`config.mk`:
```
export PLATFORM = sky130hd
export DESIGN_NAME = lnmc_top
export DESIGN_NICKNAME = d
export VERILOG_FILES = /design/src/lnmc_pkg.sv /design/src/lnmc_sync.sv /design/src/lnmc_filter.sv /design/src/lnmc_top.sv
export VERILOG_INCLUDE_DIRS = /design/src
export SDC_FILE = /design/constraint.sdc
export NUM_CORES = 1
export LEC_CHECK = 0
export BUFFER_PORTS_ARGS = -buffer_cell sky130_fd_sc_hd__clkbuf_2
export CORE_MARGIN = 8
export CORE_UTILIZATION = 35
export CTS_CLUSTER_SIZE = 28
export DETAILED_ROUTE_END_ITERATION = 10
export GPL_ROUTABILITY_DRIVEN = 0
export HOLD_SLACK_MARGIN = 0.1
export PLACE_DENSITY = 0.56
export SETUP_SLACK_MARGIN = 0.5
export SYNTH_ARGS = -nofsm -noshare
export SYNTH_HDL_FRONTEND = slang
export SYNTH_SLANG_ARGS = --single-unit
```
`constraint.sdc`:
```
create_clock -name sys_clk -period 4.2 [get_ports sys_clk]
set_input_delay 0.21 -clock sys_clk [delete_from_list [all_inputs] [get_ports sys_clk]]
set_output_delay 0.21 -clock sys_clk [all_outputs]
set_load 0.05 [all_outputs]
```
`src/lnmc_defs.svh`:
```
`ifndef LNMC_DEFS_SVH
`define LNMC_DEFS_SVH

// Base tick period in ns and clock period in ns
`define LNMC_CLK_NS          5
`define LNMC_TICK_NS         1000
`define LNMC_TICK_CYC        (`LNMC_TICK_NS / `LNMC_CLK_NS)
// Durations in microseconds, counted in ticks of 1 us
`define LNMC_WAKE_LOW_US     70
`define LNMC_CS_FILT_US      10
`define LNMC_DOM_TIMEOUT_US  25000
// Supply stabilisation delay in ticks
`define LNMC_SUPPLY_US       1

`endif

```
`src/lnmc_pkg.sv`:
```
package lnmc_pkg;
    typedef enum logic [2:0] {
        LNMC_POR,
        LNMC_READY,
        LNMC_OPERATION,
        LNMC_TX_OFF,
        LNMC_POWERDOWN
    } lnmc_mode_t;
endpackage : lnmc_pkg

```
`src/lnmc_sync.sv`:
```
`timescale 1ns/100ps
// Two flip-flop synchroniser for asynchronous pin levels
module lnmc_sync #(
    parameter int               WIDTH   = 1,
    parameter logic [WIDTH-1:0] RST_VAL = '0
) (
    input  wire logic             sys_clk,
    input  wire logic             nrst,
    input  wire logic [WIDTH-1:0] async_in,
    output logic      [WIDTH-1:0] sync_out
);
    logic [WIDTH-1:0] meta_reg;

    always_ff @(posedge sys_clk) begin
        if (!nrst) begin
            meta_reg <= RST_VAL;
            sync_out <= RST_VAL;
        end else begin
            meta_reg <= async_in;
            sync_out <= meta_reg;
        end
    end
endmodule : lnmc_sync

```
`src/lnmc_filter.sv`:
```
`timescale 1ns/100ps
// Level filter: output follows input only after it stays stable for HOLD ticks
module lnmc_filter #(
    parameter int HOLD = 10
) (
    input  wire logic sys_clk,
    input  wire logic nrst,
    input  wire logic tick,
    input  wire logic din,
    output logic      dout
);
    logic [15:0] cnt_reg;

    always_ff @(posedge sys_clk) begin
        if (!nrst) begin
            cnt_reg <= 16'h0000;
            dout    <= 1'b0;
        end else if (din == dout) begin
            cnt_reg <= 16'h0000;
        end else if (tick) begin
            if (cnt_reg >= 16'(HOLD - 1)) begin
                dout    <= din;
                cnt_reg <= 16'h0000;
            end else begin
                cnt_reg <= cnt_reg + 16'h0001;
            end
        end
    end
endmodule : lnmc_filter

```
`src/lnmc_top.sv`:
```
`timescale 1ns/100ps
`include "lnmc_defs.svh"
module lnmc_top #(
    parameter int TICK_CYC    = `LNMC_TICK_CYC,
    parameter int WAKE_LOW    = `LNMC_WAKE_LOW_US,
    parameter int CS_FILT     = `LNMC_CS_FILT_US,
    parameter int DOM_TIMEOUT = `LNMC_DOM_TIMEOUT_US
) (
    input  wire logic sys_clk,
    input  wire logic nrst,
    input  wire logic supply_ok,
    input  wire logic over_temp,
    input  wire logic chip_select,
    input  wire logic wake_n,
    input  wire logic txd,
    input  wire logic bus_in,
    input  wire logic rxd_line,
    output logic      bus_out,
    output logic      bus_oe,
    output logic      rxd_out,
    output logic      rxd_oe,
    output logic      strong_bus_pullup,
    output logic      regulator_enable_out,
    output logic      transmitter_off_state
);
    logic [4:0] pin_sync;
    logic       cs_s;
    logic       wake_s;
    logic       txd_s;
    logic       bus_s;
    logic       rxl_s;
    logic       cs_f;
    logic       cs_prev_reg;
    logic       wake_prev_reg;
    logic       txd_prev_reg;
    logic       bus_prev_reg;
    logic       cs_fall;
    logic       wake_fall;
    logic       txd_rise;
    logic       bus_rise;
    logic [15:0] tick_cnt_reg;
    logic        tick;
    logic [15:0] wake_cnt_reg;
    logic        wake_long_reg;
    logic [15:0] txd_dom_cnt_reg;
    logic        txd_to_reg;
    logic [15:0] bus_dom_cnt_reg;
    logic        bus_to_reg;
    logic        rx_mon_fault_reg;
    logic [1:0]  rx_rel_cnt_reg;
    logic        fault;
    logic        tx_active;
    lnmc_pkg::lnmc_mode_t mode_reg;
    lnmc_pkg::lnmc_mode_t mode_next;

    // Idle-high pins reset to their idle level so no false edge follows reset
    lnmc_sync #(
        .WIDTH  (5),
        .RST_VAL(5'h0F)
    ) u_sync (
        .sys_clk (sys_clk),
        .nrst    (nrst),
        .async_in({chip_select, wake_n, txd, bus_in, rxd_line}),
        .sync_out(pin_sync)
    );

    assign cs_s   = pin_sync[4];
    assign wake_s = pin_sync[3];
    assign txd_s  = pin_sync[2];
    assign bus_s  = pin_sync[1];
    assign rxl_s  = pin_sync[0];

    // True in the modes that power the regulator and the receiver
    function automatic logic mode_powered(input lnmc_pkg::lnmc_mode_t m);
        return (m != lnmc_pkg::LNMC_POWERDOWN) && (m != lnmc_pkg::LNMC_POR);
    endfunction : mode_powered

    // Tick divider
    always_ff @(posedge sys_clk) begin
        if (!nrst) begin
            tick_cnt_reg <= 16'h0000;
        end else if (tick) begin
            tick_cnt_reg <= 16'h0000;
        end else begin
            tick_cnt_reg <= tick_cnt_reg + 16'h0001;
        end
    end
    assign tick = (tick_cnt_reg >= 16'(TICK_CYC - 1));

    // Mode-select glitch filter, reset low
    lnmc_filter #(
        .HOLD(CS_FILT)
    ) u_cs_filt (
        .sys_clk(sys_clk),
        .nrst   (nrst),
        .tick   (tick),
        .din    (cs_s),
        .dout   (cs_f)
    );

    // Edge detection on the filtered mode-select level, reset to the pulled-down level
    always_ff @(posedge sys_clk) begin
        if (!nrst) begin
            cs_prev_reg <= 1'b0;
        end else begin
            cs_prev_reg <= cs_f;
        end
    end

    // Edge detection on idle-high pins, preset high to match the synchroniser reset
    always_ff @(posedge sys_clk) begin
        if (!nrst) begin
            wake_prev_reg <= 1'b1;
            txd_prev_reg  <= 1'b1;
            bus_prev_reg  <= 1'b1;
        end else begin
            wake_prev_reg <= wake_s;
            txd_prev_reg  <= txd_s;
            bus_prev_reg  <= bus_s;
        end
    end
    assign cs_fall   = cs_prev_reg & ~cs_f;
    assign wake_fall = wake_prev_reg & ~wake_s;
    assign txd_rise  = ~txd_prev_reg & txd_s;
    assign bus_rise  = ~bus_prev_reg & bus_s;

    // Bus low duration qualifier for remote wake
    always_ff @(posedge sys_clk) begin
        if (!nrst) begin
            wake_cnt_reg  <= 16'h0000;
            wake_long_reg <= 1'b0;
        end else if (bus_s) begin
            wake_cnt_reg <= 16'h0000;
            if (bus_rise) begin
                wake_long_reg <= 1'b0;
            end
        end else if (tick && !wake_long_reg) begin
            if (wake_cnt_reg >= 16'(WAKE_LOW - 1)) begin
                wake_long_reg <= 1'b1;
            end else begin
                wake_cnt_reg <= wake_cnt_reg + 16'h0001;
            end
        end
    end

    // Transmit dominant timeout, cleared on transmit rising edge
    always_ff @(posedge sys_clk) begin
        if (!nrst) begin
            txd_dom_cnt_reg <= 16'h0000;
            txd_to_reg      <= 1'b0;
        end else if (txd_s) begin
            txd_dom_cnt_reg <= 16'h0000;
            if (txd_rise) begin
                txd_to_reg <= 1'b0;
            end
        end else if (tick && !txd_to_reg) begin
            if (txd_dom_cnt_reg >= 16'(DOM_TIMEOUT - 1)) begin
                txd_to_reg <= 1'b1;
            end else begin
                txd_dom_cnt_reg <= txd_dom_cnt_reg + 16'h0001;
            end
        end
    end

    // Bus dominant timeout, cleared on recessive bus
    always_ff @(posedge sys_clk) begin
        if (!nrst) begin
            bus_dom_cnt_reg <= 16'h0000;
            bus_to_reg      <= 1'b0;
        end else if (bus_s) begin
            bus_dom_cnt_reg <= 16'h0000;
            bus_to_reg      <= 1'b0;
        end else if (tick && !bus_to_reg) begin
            if (bus_dom_cnt_reg >= 16'(DOM_TIMEOUT - 1)) begin
                bus_to_reg <= 1'b1;
            end else begin
                bus_dom_cnt_reg <= bus_dom_cnt_reg + 16'h0001;
            end
        end
    end

    // Cycles since the receive pull-down let go; the read-back lags by the synchroniser
    always_ff @(posedge sys_clk) begin
        if (!nrst) begin
            rx_rel_cnt_reg <= 2'h0;
        end else if (rxd_oe) begin
            rx_rel_cnt_reg <= 2'h0;
        end else if (rx_rel_cnt_reg != 2'h3) begin
            rx_rel_cnt_reg <= rx_rel_cnt_reg + 2'h1;
        end
    end

    // Receive line monitor: bus recessive must read receive line high
    always_ff @(posedge sys_clk) begin
        if (!nrst) begin
            rx_mon_fault_reg <= 1'b0;
        end else if (mode_reg == lnmc_pkg::LNMC_OPERATION && bus_s && !rxd_oe
                     && rx_rel_cnt_reg == 2'h3 && !rxl_s) begin
            rx_mon_fault_reg <= 1'b1;
        end else if (rxl_s || !bus_s) begin
            rx_mon_fault_reg <= 1'b0;
        end
    end

    // Contention: driving recessive yet bus reads dominant is covered by bus timeout
    assign fault = over_temp | txd_to_reg | bus_to_reg | rx_mon_fault_reg;

    // Mode sequencing
    always_comb begin
        mode_next = mode_reg;
        case (mode_reg)
            lnmc_pkg::LNMC_POR: begin
                if (supply_ok) begin
                    if (!cs_f) begin
                        mode_next = lnmc_pkg::LNMC_READY;
                    end else if (txd_s && !fault) begin
                        mode_next = lnmc_pkg::LNMC_OPERATION;
                    end else begin
                        mode_next = lnmc_pkg::LNMC_TX_OFF;
                    end
                end
            end
            lnmc_pkg::LNMC_READY: begin
                if (cs_f) begin
                    if (txd_s && !fault) begin
                        mode_next = lnmc_pkg::LNMC_OPERATION;
                    end else begin
                        mode_next = lnmc_pkg::LNMC_TX_OFF;
                    end
                end
            end
            lnmc_pkg::LNMC_OPERATION: begin
                if (cs_fall && txd_s) begin
                    mode_next = lnmc_pkg::LNMC_POWERDOWN;
                end else if (fault || !txd_s && cs_fall) begin
                    mode_next = lnmc_pkg::LNMC_TX_OFF;
                end
            end
            lnmc_pkg::LNMC_TX_OFF: begin
                if (cs_fall || !cs_f) begin
                    mode_next = lnmc_pkg::LNMC_POWERDOWN;
                end else if (txd_s && !fault) begin
                    mode_next = lnmc_pkg::LNMC_OPERATION;
                end
            end
            lnmc_pkg::LNMC_POWERDOWN: begin
                if (supply_ok && (cs_f || wake_fall || (bus_rise && wake_long_reg))) begin
                    mode_next = lnmc_pkg::LNMC_READY;
                end
            end
            default: begin
                mode_next = lnmc_pkg::LNMC_POR;
            end
        endcase
    end

    always_ff @(posedge sys_clk) begin
        if (!nrst) begin
            mode_reg <= lnmc_pkg::LNMC_POR;
        end else begin
            mode_reg <= mode_next;
        end
    end

    assign tx_active = (mode_next == lnmc_pkg::LNMC_OPERATION);

    // Open-drain data levels stay low; only the enables move
    always_ff @(posedge sys_clk) begin
        if (!nrst) begin
            bus_out <= 1'b0;
            rxd_out <= 1'b0;
        end else begin
            bus_out <= 1'b0;
            rxd_out <= 1'b0;
        end
    end

    always_ff @(posedge sys_clk) begin
        if (!nrst) begin
            bus_oe <= 1'b0;
        end else begin
            bus_oe <= tx_active & ~txd_s;
        end
    end

    always_ff @(posedge sys_clk) begin
        if (!nrst) begin
            rxd_oe <= 1'b0;
        end else begin
            rxd_oe <= ~bus_s & mode_powered(mode_next);
        end
    end

    always_ff @(posedge sys_clk) begin
        if (!nrst) begin
            strong_bus_pullup <= 1'b0;
        end else begin
            strong_bus_pullup <= tx_active;
        end
    end

    always_ff @(posedge sys_clk) begin
        if (!nrst) begin
            regulator_enable_out <= 1'b0;
        end else begin
            regulator_enable_out <= mode_powered(mode_next);
        end
    end

    always_ff @(posedge sys_clk) begin
        if (!nrst) begin
            transmitter_off_state <= 1'b0;
        end else begin
            transmitter_off_state <= (mode_next == lnmc_pkg::LNMC_TX_OFF);
        end
    end
endmodule : lnmc_top

```
==> results.md, run 1 <==
* Core Footprint at ~0.013 sq mm
* Synth unique cells at 57
* Share of the synthesized area in the top cell type at 0.4794
* Synth area leaders: dfxtp_1 (48%), nor2_1 (4.5%), nand2_1 (3.5%)
* DR vias/cell at 5.020
* Part of the power in the clock network at 0.421
* Layout Cells excl Fill at 701
* RSZ-0062 raised after global routing: no
* First-pass GRT wire length at 15540 microns
* CP delay by family, top: compound AO/OA/AOI/OAI gates
* Reg power frac at 0.549
* Tot GR Track Use at 0.1135
* Power per Cell Area at ~380 mW/mm^2
* Worst-Skew Late Latency at 0.35 ns
* Vias in the first global route at about 3300
* Syn Std Cell Area at around 0.0046 sq mm
* Overflow after GRT at 0
* Period minus WS final at between 2 and 3 ns
* Worst slew pin tran at 0.9365 ns
* Int Pwr at 1.495 mW
* CP max FO at 14
* Post-synth EDFFs at 0
* N_diodes at 0
* Total number of vias at 3519
* Die area at roughly 0.017 sq mm
* CP arrival at 2.76 ns
* Largest net degree at the start of global routing at 28
* Clk sink count at 109
* Yosys warnings at 0
* Final Hold Fails at 0
* Number of port buffers at 13
* Largest area contributor in the netlist: dfxtp_1
* IR drop worst, VDD at 0.1850 mV
* Slew headroom at 0.3745
* CP Launch Type: flop
* Achievable Freq at 0.3967 GHz
* Element type at the critical path end: flop
* Post-Route Utilization at 0.4039
* Cell Chain, Critical Path: ha_1 -> a211oi_1 -> o2111ai_1 -> a211oi_2 -> a31oi_1 -> a41o_1
* Post-Place Worst Slack at 1.707 ns
* Lkg Pwr at roughly 1.9 nW
* Fill count at 1277
* Drt first pass iters at 4
* Pwr Total at 1.926 mW
* Die width at 130.0 microns
* Layout cell share with drive strength beyond 1 at 0.09074
* Post-synthesis async set-or-reset flop share at 0
* Endpoints failing setup at 0
* DRT Wirelength at 8931 microns
* Antenna viol nets, final at 0
* CTS tree: yes
* DR WL/cell at 12.74 microns
* Crit Path Class: reg -> reg
* Initial drt markers at 148
* Worst Path Buf+Inv at 0
* Final worst slack at 1.679 ns
* Worst min-delay path class: in -> reg
* Post-CTS Setup Bufs at 0
* Yosys reg bits at 109
* Final slew viol count at 0
* Slowest cell on the critical path: a211oi_2
* Total CTS buffers at 9
* Post-cts sizing count at 0
* CTS Root Cell: clkbuf_16
* Longest Clk Path Bufs at 2
* Sequential-to-total area share from yosys stat at 0.4794
* Max-cap violations at 0
* Setup tns final at 0 ns
* I/O pin cnt at 16
* Outcome: finished, final reports clean
* Crit share post-route at 0.6002
* Vert. Die Dim at 130.0 microns
* Post-synthesis average cell area at slightly above 9 sq um
* # hold bufs at CTS at 5
* DP Cell Count at 680
* Switching power at 0.4314 mW
* Main synth FF type: dfxtp_1
* Initial Util at 0.3592
* # rows at 41
* H-Tree Level Count at 3
* Net Sw Frac at 0.2240
* P&R area growth vs syn at 12.42%
* Largest stage delay on the critical path at 0.85 ns
* Comb power frac at 0.030
* Initial antenna violation count at 0
* Fin Clk Skew at around 0.0094 ns
* Post-DP HPWL at 6227 microns
* Residual DRC at 0
* Nets@finish at ~540
* Syn Inst Count at 503
* Clock Pin Slew Worst Setup and Hold Paths at 0.07 ns
* Req. time, crit path at 4.44 ns
## final cells by class
class	instances	area [sq um]	area share
Tap cell	172	215.2	0.04205
Timing Repair Buffer	21	137.6	0.02689
Clock inverter	6	46.29	0.009046
Sequential cell	109	2182	0.4264
Clock buffer	10	239.0	0.04670
Multi-Input combinational cell	360	2211	0.4320
Inverter	23	86.33	0.01687
## power by group through the flow
stage / sequential (mW) / combinational (mW) / clock, mW
global route: 1.06 / 0.0662 / 0.881
CTS: 1.06 / 0.0590 / 0.842
global placement: 1.08 / 0.0530 / 0
detailed placement: 1.08 / 0.0552 / 0
floorplan: 1.08 / 0.0400 / 0
finish: 1.06 / 0.0579 / 0.810
## cell families after synthesis
kind of cell	count (synthesis)	synth area share
and+or+nand+nor	213	0.2394
AOI/OAI and AO/OA	110	0.1765
DFF	109	0.4794
buffers and inverters	43	0.04233
xor gates and xnor gates	12	0.02309
adders and majority gates	10	0.02749
muxes	5	0.01100
other	1	0.0008238
## worst reg2reg max path, stage by stage, from the launching register on
cell,delay (ns)
dfxtp_1,0.33
ha_1,0.25
a211oi_1,0.26
o2111ai_1,0.30
a211oi_2,0.86
a31oi_1,0.18
a41o_1,0.25
## cells in the final DEF, fill, tap and decap left out, types with 6 or more instances in the layout
| cell type | count |
|---|---|
| or3_1 | 6 |
| a21oi_1 | 30 |
| clkbuf_2 | 13 |
| a41oi_1 | 7 |
| and3_1 | 15 |
| nand2b_1 | 11 |
| a31oi_1 | 11 |
| nand3_1 | 18 |
| nand2_1 | 42 |
| inv_1 | 23 |
| dfxtp_1 | 109 |
| or4_1 | 9 |
| and2_1 | 21 |
| ha_1 | 10 |
| o31ai_1 | 7 |
| nor3_1 | 9 |
| conb_1 | 10 |
| clkbuf_16 | 9 |
| nor2_1 | 55 |
| o21ai_0 | 12 |
| nor4_1 | 8 |
| nand4_1 | 6 |
| xor2_1 | 7 |
## routing by layer
metal	vias up	GRT usage	part of all wire
li1	1823	-	-
met1	1639	0.1367	0.48
met2	48	0.1889	0.47
met3	9	0.03631	0.037
met4	0	0.03415	0.012
met5	-	0	0
## synth_stat cells (2+ instances only)
| cell type | number |
|---|---|
| a2111oi_2 | 2 |
| a211oi_1 | 3 |
| a211oi_2 | 2 |
| a21boi_0 | 2 |
| a21o_1 | 2 |
| a21oi_1 | 30 |
| a31o_2 | 5 |
| a31oi_1 | 11 |
| a41o_1 | 3 |
| a41oi_1 | 7 |
| and2_1 | 21 |
| and3_1 | 15 |
| and4_1 | 2 |
| buf_1 | 2 |
| buf_4 | 4 |
| buf_6 | 2 |
| clkbuf_1 | 11 |
| dfxtp_1 | 109 |
| ha_1 | 10 |
| inv_1 | 23 |
| mux2i_1 | 5 |
| nand2_1 | 42 |
| nand2b_1 | 11 |
| nand3_1 | 18 |
| nand4_1 | 6 |
| nor2_1 | 55 |
| nor2b_1 | 5 |
| nor3_1 | 9 |
| nor4_1 | 8 |
| o2111ai_1 | 3 |
| o211ai_1 | 5 |
| o21a_1 | 5 |
| o21ai_0 | 12 |
| o31ai_1 | 7 |
| or3_1 | 6 |
| or4_1 | 9 |
| xnor2_1 | 5 |
| xor2_1 | 7 |
## worst paths after layout
kind / start / endpoint / slack [ns] / depth (start not counted)
setup / recovery: txd_dom_cnt_reg[0] / txd_dom_cnt_reg[13] / 1.68 / 6
hold / removal: supply_ok / mode_reg[2] / 0.27 / 4
setup reg to reg: txd_dom_cnt_reg[0] / txd_dom_cnt_reg[13] / 1.68 / 6
hold reg to reg: u_sync.sync_out[0] / rx_mon_fault_reg / 0.40 / 1
## per-stage QoR
stage | hold slack [ns] | instance area, sq um
after floorplan | 0.3115 | 4586
after global placement | 0.3875 | 4782
after detailed placement | 0.3817 | 4782
after CTS | 0.2477 | 5117
after global routing | 0.2822 | 5117
final | 0.2704 | 5117
Note: power is estimated with default switching activity, not from simulation.
==> run 2, diff against run 1 <==
ABC_AREA = 1   (was not set)
clock period = 2.4 ns   (was 4.2 ns; I/O delays follow)
==> run 2 against run 1 <==
- die area rose by 5.3%
- final cell count rose by 26%
- via count rose by 15%
- register-to-register slack got worse by 0.99 ns
- total power rose by 76%
- sequential cell count did not move
- critical path type unchanged
- critical endpoint is now bus_dom_cnt_reg[5]
==> results.md, run 2 <==
* N_diodes at 0 (unchanged)
* Fin Clk Skew at 0.008599 ns (was 0.009386 ns)
* Layout cell share with drive strength beyond 1 at 0.09659 (was 0.09074)
* Die area at 0.01780 sq mm (was 0.01691 sq mm)
* Residual DRC at 0 (unchanged)
* Initial antenna violation count at 0 (unchanged)
* H-Tree Level Count at 3 (unchanged)
* First-pass GRT wire length at 16690 microns (was 15540 microns)
* DP Area at 0.005090 sq mm (was 0.004782 sq mm)
* Achievable Freq at 0.5844 GHz (was 0.3967 GHz)
* Initial drt markers at 165 (was 148)
* Synth area leaders: dfxtp_1 (45%), nand2_1 (13%), nor2_1 (7.7%) (was dfxtp_1 (48%), nor2_1 (4.5%), nand2_1 (3.5%))
* Max-cap violations at 0 (unchanged)
* Req. time, crit path at 2.64 ns (was 4.44 ns)
* Number of port buffers at 13 (unchanged)
* Crit Path Class: reg -> reg (unchanged)
* Synth unique cells at 36 (was 57)
* Tot GR Track Use at 0.1124 (was 0.1135)
* Synth cell count leaders: nand2_1 (162), dfxtp_1 (109), nor2_1 (99) (was dfxtp_1 (109), nor2_1 (55), nand2_1 (42))
* Slew headroom at 0.6634 (was 0.3745)
* Post-synth EDFFs at 0 (unchanged)
* Largest area contributor in the netlist: dfxtp_1 (unchanged)
* Initial Util at 0.3531 (was 0.3592)
* Outcome: finished, final reports clean (unchanged)
* Element type at the critical path end: flop (unchanged)
* Most common cell after layout, fill and taps aside: nand2_1 (was dfxtp_1)
* Final Hold Fails at 0 (unchanged)
* Clock Pin Slew Worst Setup and Hold Paths at 0.07 ns (about the same)
* Antenna viol nets, final at 0 (unchanged)
* Clk sink count at 109 (unchanged)
* Power per Cell Area at 619.4 mW/mm^2 (was 376.4 mW/mm^2)
* Worst-Skew Late Latency at 0.35 ns (about the same)
* Syn Inst Count at 669 (was 503)
* Share of the synthesized area in the top cell type at 0.4522 (was 0.4794)
* # rows at 43 (was 41)
* CTS Root Cell: clkbuf_16 (unchanged)
* Design Area, Final at 0.005478 sq mm (was 0.005117 sq mm)
* DRT Wirelength at 9584 microns (was 8931 microns)
* Lkg Pwr at 2.079 nW (was 1.919 nW)
* RSZ-0062 raised after global routing: no (unchanged)
* Sequential-to-total area share from yosys stat at 0.4522 (was 0.4794)
* Main synth FF type: dfxtp_1 (unchanged)
* I/O pin cnt at 16 (unchanged)
* DR vias/cell at 4.585 (was 5.020)
* Vert. Die Dim at 133.4 microns (was 130.0 microns)
* CP Launch Type: flop (unchanged)
* Endpoints failing setup at 0 (unchanged)
* Drt first pass iters at 4 (unchanged)
* Yosys warnings at 0 (unchanged)
* Worst slew pin tran at 0.5042 ns (was 0.9365 ns)
* Setup tns final at 0 ns (unchanged)
* Post-synthesis average cell area at 7.214 sq um (was 9.049 sq um)
* Most frequent cells in the layout: nand2_1 (161), dfxtp_1 (109), nor2_1 (98) (was dfxtp_1 (109), nor2_1 (55), nand2_1 (42))
* DR WL/cell at 10.84 microns (was 12.74 microns)
* P&R area growth vs syn at 13.51% (was 12.42%)
* Most numerous cell in the Yosys netlist: nand2_1 (was dfxtp_1)
* Largest net degree at the start of global routing at 26 (was 28)
* Nets@finish at 718 (was 543)
* Longest Clk Path Bufs at 2 (unchanged)
* Pwr Total at 3.393 mW (was 1.926 mW)
* Vias in the first global route at 3857 (was 3347)
* CP arrival at 1.95 ns (was 2.76 ns)
* Final slew viol count at 0 (unchanged)
* Total number of vias at 4053 (was 3519)
* Die width at 133.4 microns (was 130.0 microns)
* Overflow after GRT at 0 (unchanged)
* Hold WS at 0.1150 ns (was 0.2704 ns)
* Post-DP HPWL at 6963 microns (was 6227 microns)
* CTS tree: yes (unchanged)
* Crit share post-route at 0.7130 (was 0.6002)
* Post-synthesis async set-or-reset flop share at 0 (unchanged)
* Worst min-delay path class: in -> reg (unchanged)
* Period minus WS final at 1.711 ns (was 2.521 ns)
* Syn Std Cell Area at 0.004826 sq mm (was 0.004552 sq mm)
* CP max FO at 16 (was 14)
* IR drop worst, VDD at 0.3007 mV (was 0.1850 mV)
* Yosys reg bits at 109 (unchanged)
* Core Footprint at 0.01367 sq mm (was 0.01267 sq mm)
* Total CTS buffers at 9 (unchanged)
## run 2: changes by cell type after synthesis, sizes merged, moves of 11 or more
cell	delta
a21oi	+26
and2	-21
and3	-15
inv	+59
nand2	+126
nand2b	-11
nand3	+31
nor2	+47
## run 2: layout make-up
type / count / area, sq um
flip-flops and latches: 109 / 2182
repair buffers: 25 / 175.2
fillers: 1400 / 8188
clock inverters: 5 / 41.29
multi-input cells: 471 / 2290
clock buffers: 11 / 252.7
inverters: 83 / 311.5
well taps: 180 / 225.2
## run 2: worst max-delay path, cell delays in order, from the launching register on
cell and delay [ns]:
dfxtp_1 0.38, ha_1 0.23, nand2_2 0.09, nand3_2 0.08, nand2_2 0.08, nand2_8 0.13, nand2_2 0.08, nor2_4 0.16
buf_6 0.18, nand3_1 0.08, nand2_1 0.07, nor2_1 0.04
## run 2: cell families (layout without fill, tap and decap cells)
family | after synthesis | after routing | share of synthesized area
AOI/OAI and AO/OA | 74 | 74 | 0.08426
xor gates and xnor gates | 17 | 17 | 0.03085
adders and majority gates | 10 | 10 | 0.02593
buffers and inverters | 98 | 124 | 0.08633
DFF | 109 | 109 | 0.4522
other | 1 | 10 | 0.0007771
and+or+nand+nor | 360 | 360 | 0.3197
## run 2: through the flow
step	setup slack (ns)	util	cells
floorplan	0.9216	-	678
global placement	0.4234	0.3725	862
detailed placement	0.3683	0.3725	862
CTS	0.5444	0.3982	883
global route	0.5117	0.4008	884
finish	0.6889	0.4008	884
## run 2: power by group
group          leakage, nW  internal (mW)  switching, mW  total [mW]
combinational         1.05         0.0405         0.0681       0.109
clock                0.139          0.770          0.664        1.43
sequential           0.885           1.84         0.0147        1.85
total                 2.08           2.65          0.747        3.39
## run 2: repair_timing
item | 4_1_cts | 5_1_grt
buffers inserted | 0 | 1
endpoints found under the hold margin | 5 | 0
hold buffers | 5 | 0
resized for setup | 3 | 6
pin swaps | 0 | 2
setup endpoints to repair | 21 | 45
## run 2: worst paths after layout
| path | start | cells past startpoint | to | slack, ns |
|---|---|---|---|---|
| setup / recovery | tick_cnt_reg[0] | 11 | bus_dom_cnt_reg[5] | 0.69 |
| hold / removal | supply_ok | 4 | mode_reg[2] | 0.11 |
| setup reg to reg | tick_cnt_reg[0] | 11 | bus_dom_cnt_reg[5] | 0.69 |
| hold reg to reg | u_sync.sync_out[0] | 1 | rx_mon_fault_reg | 0.39 |
## run 2: per-layer routing
| layer | wire length (microns) | vias up | global-route usage |
|---|---|---|---|
| met1 | 4568 | 1814 | 0.1292 |
| met5 | 0 | - | 0 |
| met4 | 153 | 0 | 0.04679 |
| li1 | - | 2171 | - |
| met3 | 363 | 14 | 0.02937 |
| met2 | 4497 | 54 | 0.1932 |
